**src/hdl/hfp_pkg.sv**
```systemverilog
// Constants, word map and state type for the host FIFO port block.
// Assumes a host on a simple one-cycle memory-like bus, 32-bit words.
package hfp_pkg;

    // Widths and depth
    localparam int unsigned DATA_W = 32;
    localparam int unsigned FIFO_DEPTH = 8;
    localparam int unsigned ADDR_W = 8;
    localparam int unsigned IDX_W = 6;
    localparam int unsigned ALIAS_BITS = 4;
    localparam int unsigned NUM_FIFO = 4;

    // Word indices, byte address is four times the index
    localparam logic [5:0] IDX_RXD_BASE = 6'h00;
    localparam logic [5:0] IDX_TXD_BASE = 6'h10;
    localparam logic [5:0] IDX_RXS_POP = 6'h20;
    localparam logic [5:0] IDX_RXS_PEEK = 6'h21;
    localparam logic [5:0] IDX_TXS_POP = 6'h22;
    localparam logic [5:0] IDX_TXS_PEEK = 6'h23;
    localparam logic [5:0] IDX_CFG = 6'h24;
    localparam logic [5:0] IDX_LEVEL = 6'h25;
    localparam logic [5:0] IDX_FLAGS = 6'h26;
    localparam logic [5:0] IDX_EVENTS = 6'h27;
    localparam logic [5:0] IDX_LATCH = 6'h28;
    localparam logic [5:0] IDX_SRST = 6'h29;
    localparam logic [5:0] IDX_KEEP = 6'h2A;

    // Queue numbering
    localparam int unsigned F_RXD = 0;
    localparam int unsigned F_RXS = 1;
    localparam int unsigned F_TXS = 2;
    localparam int unsigned F_TXD = 3;

    // Config limit fields, one byte per queue
    localparam int unsigned CFG_STRIDE = 8;
    localparam logic [31:0] CFG_MASK = 32'h0F0F0F0F;
    localparam logic [31:0] CFG_RST = 32'h08080808;
    localparam logic [31:0] KEEP_RST = 32'h00000000;
    localparam int unsigned SRST_BIT = 0;

    // Flag bit positions
    localparam int unsigned FLG_TXD_OVF = 0;
    localparam int unsigned FLG_RXD_UND = 1;
    localparam int unsigned FLG_RXS_UND = 2;
    localparam int unsigned FLG_TXS_UND = 3;
    localparam int unsigned FLG_W = 4;
    localparam int unsigned EVT_RXS = 0;
    localparam int unsigned EVT_TXS = 1;
    localparam int unsigned EVT_W = 2;
    localparam int unsigned LAT_ERR = 0;
    localparam int unsigned LAT_LINK = 1;
    localparam int unsigned LAT_W = 2;

    // Top-level register state
    typedef struct packed {
        logic [31:0] cfg;
        logic [31:0] keep;
        logic srst;
        logic [DATA_W-1:0] rdata;
        logic rvalid;
    } hfp_top_s;

endpackage

```
**src/hdl/hfp_fifo.sv**
```systemverilog
// Synchronous FIFO with a run-time capacity limit and registered outputs.
// Assumes a power-of-two depth; rst clears contents synchronously.
`timescale 1ns/1ps
module hfp_fifo #(
    parameter int unsigned W = 32,
    parameter int unsigned DEPTH = 8,
    parameter int unsigned CW = $clog2(DEPTH + 1)
) (
    // Clock and reset
    input wire logic clk,
    input wire logic rst,
    // Capacity limit
    input wire logic [CW-1:0] lim,
    // Filling side
    input wire logic in_valid,
    input wire logic [W-1:0] in_data,
    output logic in_ready,
    // Draining side
    output logic out_valid,
    output logic [W-1:0] out_data,
    input wire logic out_ready,
    // Fill level
    output logic [CW-1:0] level
);
    localparam int unsigned PW = $clog2(DEPTH);

    typedef struct packed {
        logic [DEPTH-1:0][W-1:0] mem;
        logic [PW-1:0] wr_ptr;
        logic [PW-1:0] rd_ptr;
        logic [CW-1:0] cnt;
        logic in_ready;
        logic out_valid;
        logic [W-1:0] dout;
    } hfp_fifo_s;

    hfp_fifo_s q;
    hfp_fifo_s d;
    logic push;
    logic pop;

    // Next state: push, pop, then recompute flags and head word
    always_comb begin
        d = q;
        push = in_valid & q.in_ready;
        pop = out_ready & q.out_valid;
        if (push) begin
            d.mem[q.wr_ptr] = in_data;
            d.wr_ptr = PW'(q.wr_ptr + 1'b1);
        end
        if (pop) begin
            d.rd_ptr = PW'(q.rd_ptr + 1'b1);
        end
        d.cnt = CW'(q.cnt + CW'(push) - CW'(pop));
        d.in_ready = (d.cnt < lim) && (d.cnt < CW'(DEPTH));
        d.out_valid = (d.cnt != '0);
        d.dout = d.mem[d.rd_ptr];
        if (rst) begin
            d = '0;
        end
    end

    always_ff @(posedge clk) begin
        q <= d;
    end

    assign in_ready = q.in_ready;
    assign out_valid = q.out_valid;
    assign out_data = q.dout;
    assign level = q.cnt;
endmodule

```
**src/hdl/hfp_host_ports.sv**
```systemverilog
// Host-facing queue ports and register access classes.
// Assumes host inputs synchronous to core_clk; one access per cycle.
`timescale 1ns/1ps
module hfp_host_ports #(
    parameter int unsigned DATA_W = hfp_pkg::DATA_W,
    parameter int unsigned DEPTH = hfp_pkg::FIFO_DEPTH
) (
    // Clock and reset
    input wire logic core_clk,
    input wire logic rst,
    // Host bus
    input wire logic host_cs,
    input wire logic host_rd,
    input wire logic host_wr,
    input wire logic [hfp_pkg::ADDR_W-1:0] host_addr,
    input wire logic [DATA_W-1:0] host_wdata,
    output logic [DATA_W-1:0] host_rdata_q,
    output logic host_rvalid_q,
    // Receive data from the link side
    input wire logic rxd_valid,
    input wire logic [DATA_W-1:0] rxd_data,
    output logic rxd_ready,
    // Receive status from the link side
    input wire logic rxs_valid,
    input wire logic [DATA_W-1:0] rxs_data,
    output logic rxs_ready,
    // Transmit status from the link side
    input wire logic txs_valid,
    input wire logic [DATA_W-1:0] txs_data,
    output logic txs_ready,
    // Transmit data to the link side
    output logic txd_valid,
    output logic [DATA_W-1:0] txd_data,
    input wire logic txd_ready,
    // Condition levels to latch
    input wire logic err_level,
    input wire logic link_level
);
    localparam int unsigned CW = $clog2(DEPTH + 1);
    localparam int unsigned NF = hfp_pkg::NUM_FIFO;

    // Alias hit: compare only the bits above the alias window
    function automatic logic is_alias(input logic [hfp_pkg::IDX_W-1:0] idx,
                                      input logic [hfp_pkg::IDX_W-1:0] base);
        is_alias = idx[hfp_pkg::IDX_W-1:hfp_pkg::ALIAS_BITS] ==
                   base[hfp_pkg::IDX_W-1:hfp_pkg::ALIAS_BITS];
    endfunction

    // Status queue hit: its pop or its peek address
    function automatic logic is_pair(input logic [hfp_pkg::IDX_W-1:0] idx,
                                     input logic [hfp_pkg::IDX_W-1:0] pop_idx,
                                     input logic [hfp_pkg::IDX_W-1:0] peek_idx);
        is_pair = (idx == pop_idx) || (idx == peek_idx);
    endfunction

    hfp_pkg::hfp_top_s q;
    hfp_pkg::hfp_top_s d;

    logic [hfp_pkg::IDX_W-1:0] idx;
    logic rd_acc;
    logic wr_acc;
    logic any_rst;
    logic rxd_hit;
    logic txd_hit;
    logic rxs_hit;
    logic txs_hit;
    logic [NF-1:0] f_in_v;
    logic [NF-1:0][DATA_W-1:0] f_in_d;
    logic [NF-1:0] f_in_r;
    logic [NF-1:0] f_out_v;
    logic [NF-1:0][DATA_W-1:0] f_out_d;
    logic [NF-1:0] f_out_r;
    logic [NF-1:0][CW-1:0] f_cnt;
    logic [31:0] lvl_word;
    logic [hfp_pkg::FLG_W-1:0] flg_set;
    logic [hfp_pkg::FLG_W-1:0] flg_clr;
    logic [hfp_pkg::FLG_W-1:0] flg;
    logic [hfp_pkg::EVT_W-1:0] evt_set;
    logic [hfp_pkg::EVT_W-1:0] evt_clr;
    logic [hfp_pkg::EVT_W-1:0] evt;
    logic [hfp_pkg::LAT_W-1:0] lat_set;
    logic [hfp_pkg::LAT_W-1:0] lat_clr;
    logic [hfp_pkg::LAT_W-1:0] lat;
    logic [DATA_W-1:0] rd_val;

    // Access decode; a read wins when both strobes are high
    assign idx = host_addr[hfp_pkg::ADDR_W-1:2];
    assign rd_acc = host_cs & host_rd;
    assign wr_acc = host_cs & host_wr & ~host_rd;
    // Soft reset acts one cycle after its write; an access then is lost
    assign any_rst = rst | q.srst;

    // Port hits, decoded once; status pop strobes and the read case decode idx themselves
    assign rxd_hit = is_alias(idx, hfp_pkg::IDX_RXD_BASE);
    assign txd_hit = is_alias(idx, hfp_pkg::IDX_TXD_BASE);
    assign rxs_hit = is_pair(idx, hfp_pkg::IDX_RXS_POP, hfp_pkg::IDX_RXS_PEEK);
    assign txs_hit = is_pair(idx, hfp_pkg::IDX_TXS_POP, hfp_pkg::IDX_TXS_PEEK);

    // Queue filling sides
    always_comb begin
        f_in_v = '0;
        f_in_d = '0;
        f_in_v[hfp_pkg::F_RXD] = rxd_valid;
        f_in_d[hfp_pkg::F_RXD] = rxd_data;
        f_in_v[hfp_pkg::F_RXS] = rxs_valid;
        f_in_d[hfp_pkg::F_RXS] = rxs_data;
        f_in_v[hfp_pkg::F_TXS] = txs_valid;
        f_in_d[hfp_pkg::F_TXS] = txs_data;
        f_in_v[hfp_pkg::F_TXD] = wr_acc & txd_hit;
        f_in_d[hfp_pkg::F_TXD] = host_wdata;
    end

    // Queue draining sides; peek addresses never pop
    always_comb begin
        f_out_r = '0;
        f_out_r[hfp_pkg::F_RXD] = rd_acc & rxd_hit;
        f_out_r[hfp_pkg::F_RXS] = rd_acc & (idx == hfp_pkg::IDX_RXS_POP);
        f_out_r[hfp_pkg::F_TXS] = rd_acc & (idx == hfp_pkg::IDX_TXS_POP);
        f_out_r[hfp_pkg::F_TXD] = txd_ready;
    end

    // Four queues, each capped by its own config field
    // A limit above the depth is clamped inside each queue
    for (genvar i = 0; i < NF; i++) begin : g_fifo
        hfp_fifo #(
            .W(DATA_W),
            .DEPTH(DEPTH),
            .CW(CW)
        ) u_fifo (
            .clk(core_clk),
            .rst(any_rst),
            .lim(q.cfg[i*hfp_pkg::CFG_STRIDE +: CW]),
            .in_valid(f_in_v[i]),
            .in_data(f_in_d[i]),
            .in_ready(f_in_r[i]),
            .out_valid(f_out_v[i]),
            .out_data(f_out_d[i]),
            .out_ready(f_out_r[i]),
            .level(f_cnt[i])
        );
        assign lvl_word[i*hfp_pkg::CFG_STRIDE +: hfp_pkg::CFG_STRIDE] =
            hfp_pkg::CFG_STRIDE'(f_cnt[i]);
    end

    // Link-side handshake outputs come from queue flops
    assign rxd_ready = f_in_r[hfp_pkg::F_RXD];
    assign rxs_ready = f_in_r[hfp_pkg::F_RXS];
    assign txs_ready = f_in_r[hfp_pkg::F_TXS];
    assign txd_valid = f_out_v[hfp_pkg::F_TXD];
    assign txd_data = f_out_d[hfp_pkg::F_TXD];

    // Error flags: overflow on full write, underrun on empty read
    always_comb begin
        flg_set = '0;
        flg_set[hfp_pkg::FLG_TXD_OVF] = f_in_v[hfp_pkg::F_TXD] & ~f_in_r[hfp_pkg::F_TXD];
        flg_set[hfp_pkg::FLG_RXD_UND] = f_out_r[hfp_pkg::F_RXD] & ~f_out_v[hfp_pkg::F_RXD];
        flg_set[hfp_pkg::FLG_RXS_UND] = rd_acc & ~f_out_v[hfp_pkg::F_RXS] & rxs_hit;
        flg_set[hfp_pkg::FLG_TXS_UND] = rd_acc & ~f_out_v[hfp_pkg::F_TXS] & txs_hit;
        // An event in the clearing cycle wins; the bank sets last
        flg_clr = '0;
        if (wr_acc && idx == hfp_pkg::IDX_FLAGS) begin
            flg_clr = host_wdata[hfp_pkg::FLG_W-1:0];
        end
    end

    hfp_sticky #(
        .W(hfp_pkg::FLG_W)
    ) u_flags (
        .clk(core_clk),
        .rst(any_rst),
        .set(flg_set),
        .clr(flg_clr),
        .flags(flg)
    );

    // Arrival events, cleared by reading them
    always_comb begin
        evt_set = '0;
        evt_set[hfp_pkg::EVT_RXS] = rxs_valid & f_in_r[hfp_pkg::F_RXS];
        evt_set[hfp_pkg::EVT_TXS] = txs_valid & f_in_r[hfp_pkg::F_TXS];
        evt_clr = {hfp_pkg::EVT_W{rd_acc && idx == hfp_pkg::IDX_EVENTS}};
    end

    hfp_sticky #(
        .W(hfp_pkg::EVT_W)
    ) u_events (
        .clk(core_clk),
        .rst(any_rst),
        .set(evt_set),
        .clr(evt_clr),
        .flags(evt)
    );

    // Latch-high on error, latch-low on link; read releases
    always_comb begin
        lat_set = '0;
        lat_set[hfp_pkg::LAT_ERR] = err_level;
        lat_set[hfp_pkg::LAT_LINK] = ~link_level;
        // A condition still present at the read sets the bit again
        lat_clr = {hfp_pkg::LAT_W{rd_acc && idx == hfp_pkg::IDX_LATCH}};
    end

    hfp_sticky #(
        .W(hfp_pkg::LAT_W)
    ) u_latch (
        .clk(core_clk),
        .rst(any_rst),
        .set(lat_set),
        .clr(lat_clr),
        .flags(lat)
    );

    // Read data select
    // Data ports decode on the upper index bits only
    always_comb begin
        rd_val = '0;
        if (rxd_hit) begin
            rd_val = f_out_d[hfp_pkg::F_RXD];
        end else if (txd_hit) begin
            rd_val = '0;
        end else begin
            case (idx)
                hfp_pkg::IDX_RXS_POP,
                hfp_pkg::IDX_RXS_PEEK: begin
                    rd_val = f_out_d[hfp_pkg::F_RXS];
                end
                hfp_pkg::IDX_TXS_POP,
                hfp_pkg::IDX_TXS_PEEK: begin
                    rd_val = f_out_d[hfp_pkg::F_TXS];
                end
                hfp_pkg::IDX_CFG: begin
                    rd_val = DATA_W'(q.cfg);
                end
                hfp_pkg::IDX_LEVEL: begin
                    rd_val = DATA_W'(lvl_word);
                end
                hfp_pkg::IDX_FLAGS: begin
                    rd_val = DATA_W'(flg);
                end
                hfp_pkg::IDX_EVENTS: begin
                    rd_val = DATA_W'(evt);
                end
                hfp_pkg::IDX_LATCH: begin
                    rd_val = DATA_W'({~lat[hfp_pkg::LAT_LINK], lat[hfp_pkg::LAT_ERR]});
                end
                hfp_pkg::IDX_SRST: begin
                    rd_val = '0;
                end
                hfp_pkg::IDX_KEEP: begin
                    rd_val = DATA_W'(q.keep);
                end
                default: begin
                    rd_val = '0;
                end
            endcase
        end
        // Empty queues answer zero rather than a stale head
        if (!f_out_v[hfp_pkg::F_RXD] && rxd_hit) begin
            rd_val = '0;
        end
        if (!f_out_v[hfp_pkg::F_RXS] && rxs_hit) begin
            rd_val = '0;
        end
        if (!f_out_v[hfp_pkg::F_TXS] && txs_hit) begin
            rd_val = '0;
        end
    end

    // Register next state; only cfg, keep and soft reset are writable
    always_comb begin
        d = q;
        d.rvalid = rd_acc;
        d.rdata = rd_acc ? rd_val : '0;
        d.srst = wr_acc && (idx == hfp_pkg::IDX_SRST) && host_wdata[hfp_pkg::SRST_BIT];
        // Reserved config bits are masked so they read back zero
        if (wr_acc && idx == hfp_pkg::IDX_CFG) begin
            d.cfg = host_wdata[31:0] & hfp_pkg::CFG_MASK;
        end
        if (wr_acc && idx == hfp_pkg::IDX_KEEP) begin
            d.keep = host_wdata[31:0];
        end
        // Soft reset restores all but the keep register
        if (q.srst) begin
            d.cfg = hfp_pkg::CFG_RST;
            d.srst = 1'b0;
            d.rvalid = 1'b0;
            d.rdata = '0;
            d.keep = q.keep;
        end
        if (rst) begin
            d = '0;
            d.cfg = hfp_pkg::CFG_RST;
            d.keep = hfp_pkg::KEEP_RST;
        end
    end

    always_ff @(posedge core_clk) begin
        q <= d;
    end

    // Host answer outputs
    assign host_rdata_q = q.rdata;
    assign host_rvalid_q = q.rvalid;
endmodule

```
**src/hdl/hfp_sticky.sv**
```systemverilog
// Sticky flag bank: a set holds the bit, a clear drops it, set wins.
// Serves write-one-to-clear, read-to-clear and latching bits alike.
`timescale 1ns/1ps
module hfp_sticky #(
    parameter int unsigned W = 4
) (
    // Clock and reset
    input wire logic clk,
    input wire logic rst,
    // Events and clears
    input wire logic [W-1:0] set,
    input wire logic [W-1:0] clr,
    // Held flags
    output logic [W-1:0] flags
);
    typedef struct packed {
        logic [W-1:0] bits;
    } hfp_sticky_s;

    hfp_sticky_s q;
    hfp_sticky_s d;

    // Clear first, then the event sets again
    always_comb begin
        d = q;
        d.bits = (q.bits & ~clr) | set;
        if (rst) begin
            d = '0;
        end
    end

    always_ff @(posedge clk) begin
        q <= d;
    end

    assign flags = q.bits;
endmodule

```
**config.mk**
```make
export PLATFORM = sky130hd
export DESIGN_NAME = hfp_host_ports
export DESIGN_NICKNAME = d
export VERILOG_FILES = /design/src/hdl/hfp_pkg.sv /design/src/hdl/hfp_fifo.sv /design/src/hdl/hfp_host_ports.sv /design/src/hdl/hfp_sticky.sv
export SDC_FILE = /design/constraint.sdc
export NUM_CORES = 2
export LEC_CHECK = 0
export BUFFER_PORTS_ARGS = -buffer_cell sky130_fd_sc_hd__buf_4
export CORE_MARGIN = 2
export CORE_UTILIZATION = 41
export CTS_CLUSTER_SIZE = 25
export DETAILED_ROUTE_END_ITERATION = 10
export SLEW_MARGIN = 10
export SYNTH_ARGS = -nofsm -noshare
export SYNTH_HDL_FRONTEND = slang
export SYNTH_SLANG_ARGS = --single-unit
```
**constraint.sdc**
```tcl
create_clock -name core_clk -period 6.4 [get_ports core_clk]
set_input_delay 1.6 -clock core_clk [delete_from_list [all_inputs] [get_ports core_clk]]
set_output_delay 1.6 -clock core_clk [all_outputs]
set_load 0.01 [all_outputs]
```
==> reports/metrics.yaml <==
initial_utilization_pct: 41.37
status: "finished, final reports clean"
power_mw: 20.16
finalSetupTns_ns: 0
worst_pin_slew_ns: 1.245
pre_cts_ws_ns: 1.148
cts.repair.resized: 0
numCtsBuffers: 144
cts_root_buf: "clkbuf_16"
slew_viol_final: 0
seq_area_um2: 25820
synth_cell_types: 82
setup_viol: 0
required_ns: 7.02
cap_violations: 0
syn_nets: 7667
post-route-period-util_pct: 70.49
cts_tree: "yes"
min_period_ns: 4.511
ys.flop_type: "dfxtp_1"
p_per_area_nw_per_um2: 307.2
final_common_cell: "nand2_1"
ys_seq_elements: 1290
fp-row-count: 138
die_height_um: 382.4
clk_pin_slew_worst_paths_ns: 0.06
globalRouteTotalUtil_pct: 26.65
cts_hold_buffers: 0
overflow: 0
syn_to_final_growth_pct: 11.76
synth_area_um2: 58720
drt-total-wl_um: 201600
timing.fmax_mhz: 221.7
max_slew_margin_pct: 16.69
async_flop_share_pct: 0
drive_gt1_share_pct: 10.19
synthCells: 7482
hold_ws_ns: 0.4472
place_hpwl_um: 122600
grt_pass1_wl_um: 305500
startpoint_type: "input port"
rsz0062_at_grt: "no"
ir_drop_mv: 0.1961
worst_slack_ns: 1.889
vias_per_cell: 5.776
hp-class: "reg2reg"
p_leak_nw: 23.23
final_area_um2: 65630
cts_max_level: 4
fp.dieW_um: 382.4
io_pins: 216
finalHoldViolations: 0
multi_input_area_um2: 29470
setup.worst_path.end_class: "flip-flop"
drt_first_pass_iters: 8
mostFrequentLayoutCells: "2031 x nand2_1, 1290 x dfxtp_1, 912 x a21oi_1"
grt_max_degree: 205
syn_avg_cell_area_um2: 7.848
drc: 0
dieArea_um2: 146300
post_dp_cell_area_um2: 60810
yosysWarnings: 0
arrival_ns: 5.13
grt_pass1_vias: 48798
wire_per_inst_um: 22.01
ant_nets: 0
drtIter0Drc: 5410
clock_skew_ns: 0.02631
ys_seq_area_share_pct: 43.98
postCtsSetupRepairBufs: 0
num_vias: 52910
nNetsFinal: 7332
antenna_found_initial: 22
numPortBuffers: 213
path_class: "in2reg"
clock_path_buffers: 3
synth_enable_flop_cells: 0
crit_fanout: 32
reg2reg_slack_ns: 2.55
placeableCoreArea_um2: 141900
cts_sinks: 1290
clock_latency_ns: 0.79
nFillCells: 13921
gp_congestion: 0.8661
where the power goes:
part	total, mW	internal [mW]	leakage [nW]	switching, mW
registers	8.80	8.42	10.4	0.381
logic	2.97	1.00	10.4	1.97
clock network	8.38	4.92	2.36	3.46
total	20.2	14.3	23.2	5.81
layer usage:
layer / vias to the layer above / part of all wire, % / global-route usage (%)
met5: - / 0.057 / 0
met4: 20 / 3.1 / 10.27
met3: 362 / 8.0 / 5.002
met2: 2103 / 45 / 41.30
met1: 25358 / 44 / 36.57
li1: 25067 / - / -
final timing paths:
path | start | endpoint | depth (start not counted)
max reg2reg | g_fifo[3].u_fifo.in_ready$_SDFF_PP0_ | g_fifo[3].u_fifo.out_data[20]$_SDFF_PP0_ | 6
min reg2reg | g_fifo[1].u_fifo.q[266]$_SDFF_PP0_ | g_fifo[1].u_fifo.q[266]$_SDFF_PP0_ | 2
max | host_addr[7] | g_fifo[3].u_fifo.out_data[20]$_SDFF_PP0_ | 7
min | g_fifo[1].u_fifo.q[266]$_SDFF_PP0_ | g_fifo[1].u_fifo.q[266]$_SDFF_PP0_ | 2
synthesized netlist by cell type (25+ instances only):
cell type | instances | area, um^2
a211oi_1 | 39 | 292.8
nand2_1 | 2039 | 7654
nand2b_1 | 41 | 256.5
or3_1 | 160 | 1001
buf_2 | 42 | 210.2
nor4_1 | 25 | 156.4
buf_4 | 65 | 488.0
nand4_1 | 38 | 237.7
mux2_2 | 32 | 360.4
o32a_1 | 32 | 320.3
ha_1 | 34 | 425.4
mux2i_1 | 349 | 3493
clkbuf_1 | 667 | 2504
a222oi_1 | 31 | 310.3
o22a_1 | 32 | 280.3
o221ai_1 | 32 | 280.3
nor2_1 | 389 | 1460
buf_1 | 57 | 214.0
o31ai_1 | 35 | 262.8
o22ai_1 | 32 | 200.2
a211o_1 | 36 | 315.3
a32oi_1 | 65 | 569.3
o31a_1 | 34 | 297.8
o311ai_0 | 33 | 289.0
nor3_1 | 144 | 720.7
o211ai_1 | 59 | 442.9
o2111ai_1 | 128 | 1121
a21oi_1 | 916 | 4584
nand3_1 | 88 | 440.4
dfxtp_1 | 1290 | 25820
nor2b_1 | 39 | 244.0
o21ai_0 | 53 | 265.3
or4_1 | 65 | 488.0
o311ai_1 | 31 | 271.5
o211ai_2 | 30 | 375.4
inv_1 | 88 | 330.3
and2_1 | 45 | 281.5
worst max-delay path, stage by stage:
cell and delay, ns:
buf_4 0.17, nand3b_1 0.43, nor2_1 0.73, nand3_2 1.03
mux2_2 0.63, o2111ai_1 0.34, o221ai_1 0.18
cells by family after synthesis:
family / synth area share (%)
AND/OR/NAND/NOR: 22.84
AO/OA/AOI/OAI: 18.79
flip-flops: 43.98
buffers and inverters: 6.535
multiplexers: 6.586
adder cells (fa/ha/maj): 0.8608
XOR/XNOR: 0.4112
final cells by class:
cell class	count	area share [%]
timing repair buffer	358	4.286
sequential	1290	39.35
inverter	90	0.5148
antenna	8	0.03050
clock inverter	41	0.6978
clock buffer	221	6.610
tap	1890	3.603
multi-input combinational	5263	44.91
registers in the layout, summed over array words and instances (netlist names):
register	cells
g_fifo.u_fifo.out_valid	4
g_fifo.u_fifo.in_ready	4
q	49
host_rdata_q	32
g_fifo.u_fifo.level	16
host_rvalid_q	1
u_latch.flags	2
u_events.flags	2
g_fifo.u_fifo.q	1048
g_fifo.u_fifo.out_data	128
u_flags.flags	4
stage by stage:
| step | std cells | utilization (%) |
|---|---|---|
| finish | 9161 | 46.24 |
| global route | 9161 | 46.24 |
| CTS | 9153 | 46.22 |
| detailed placement | 8891 | 42.85 |
| global placement | 8891 | 42.85 |
| floorplan | 7482 | - |
(Power assumes the default switching activity.)
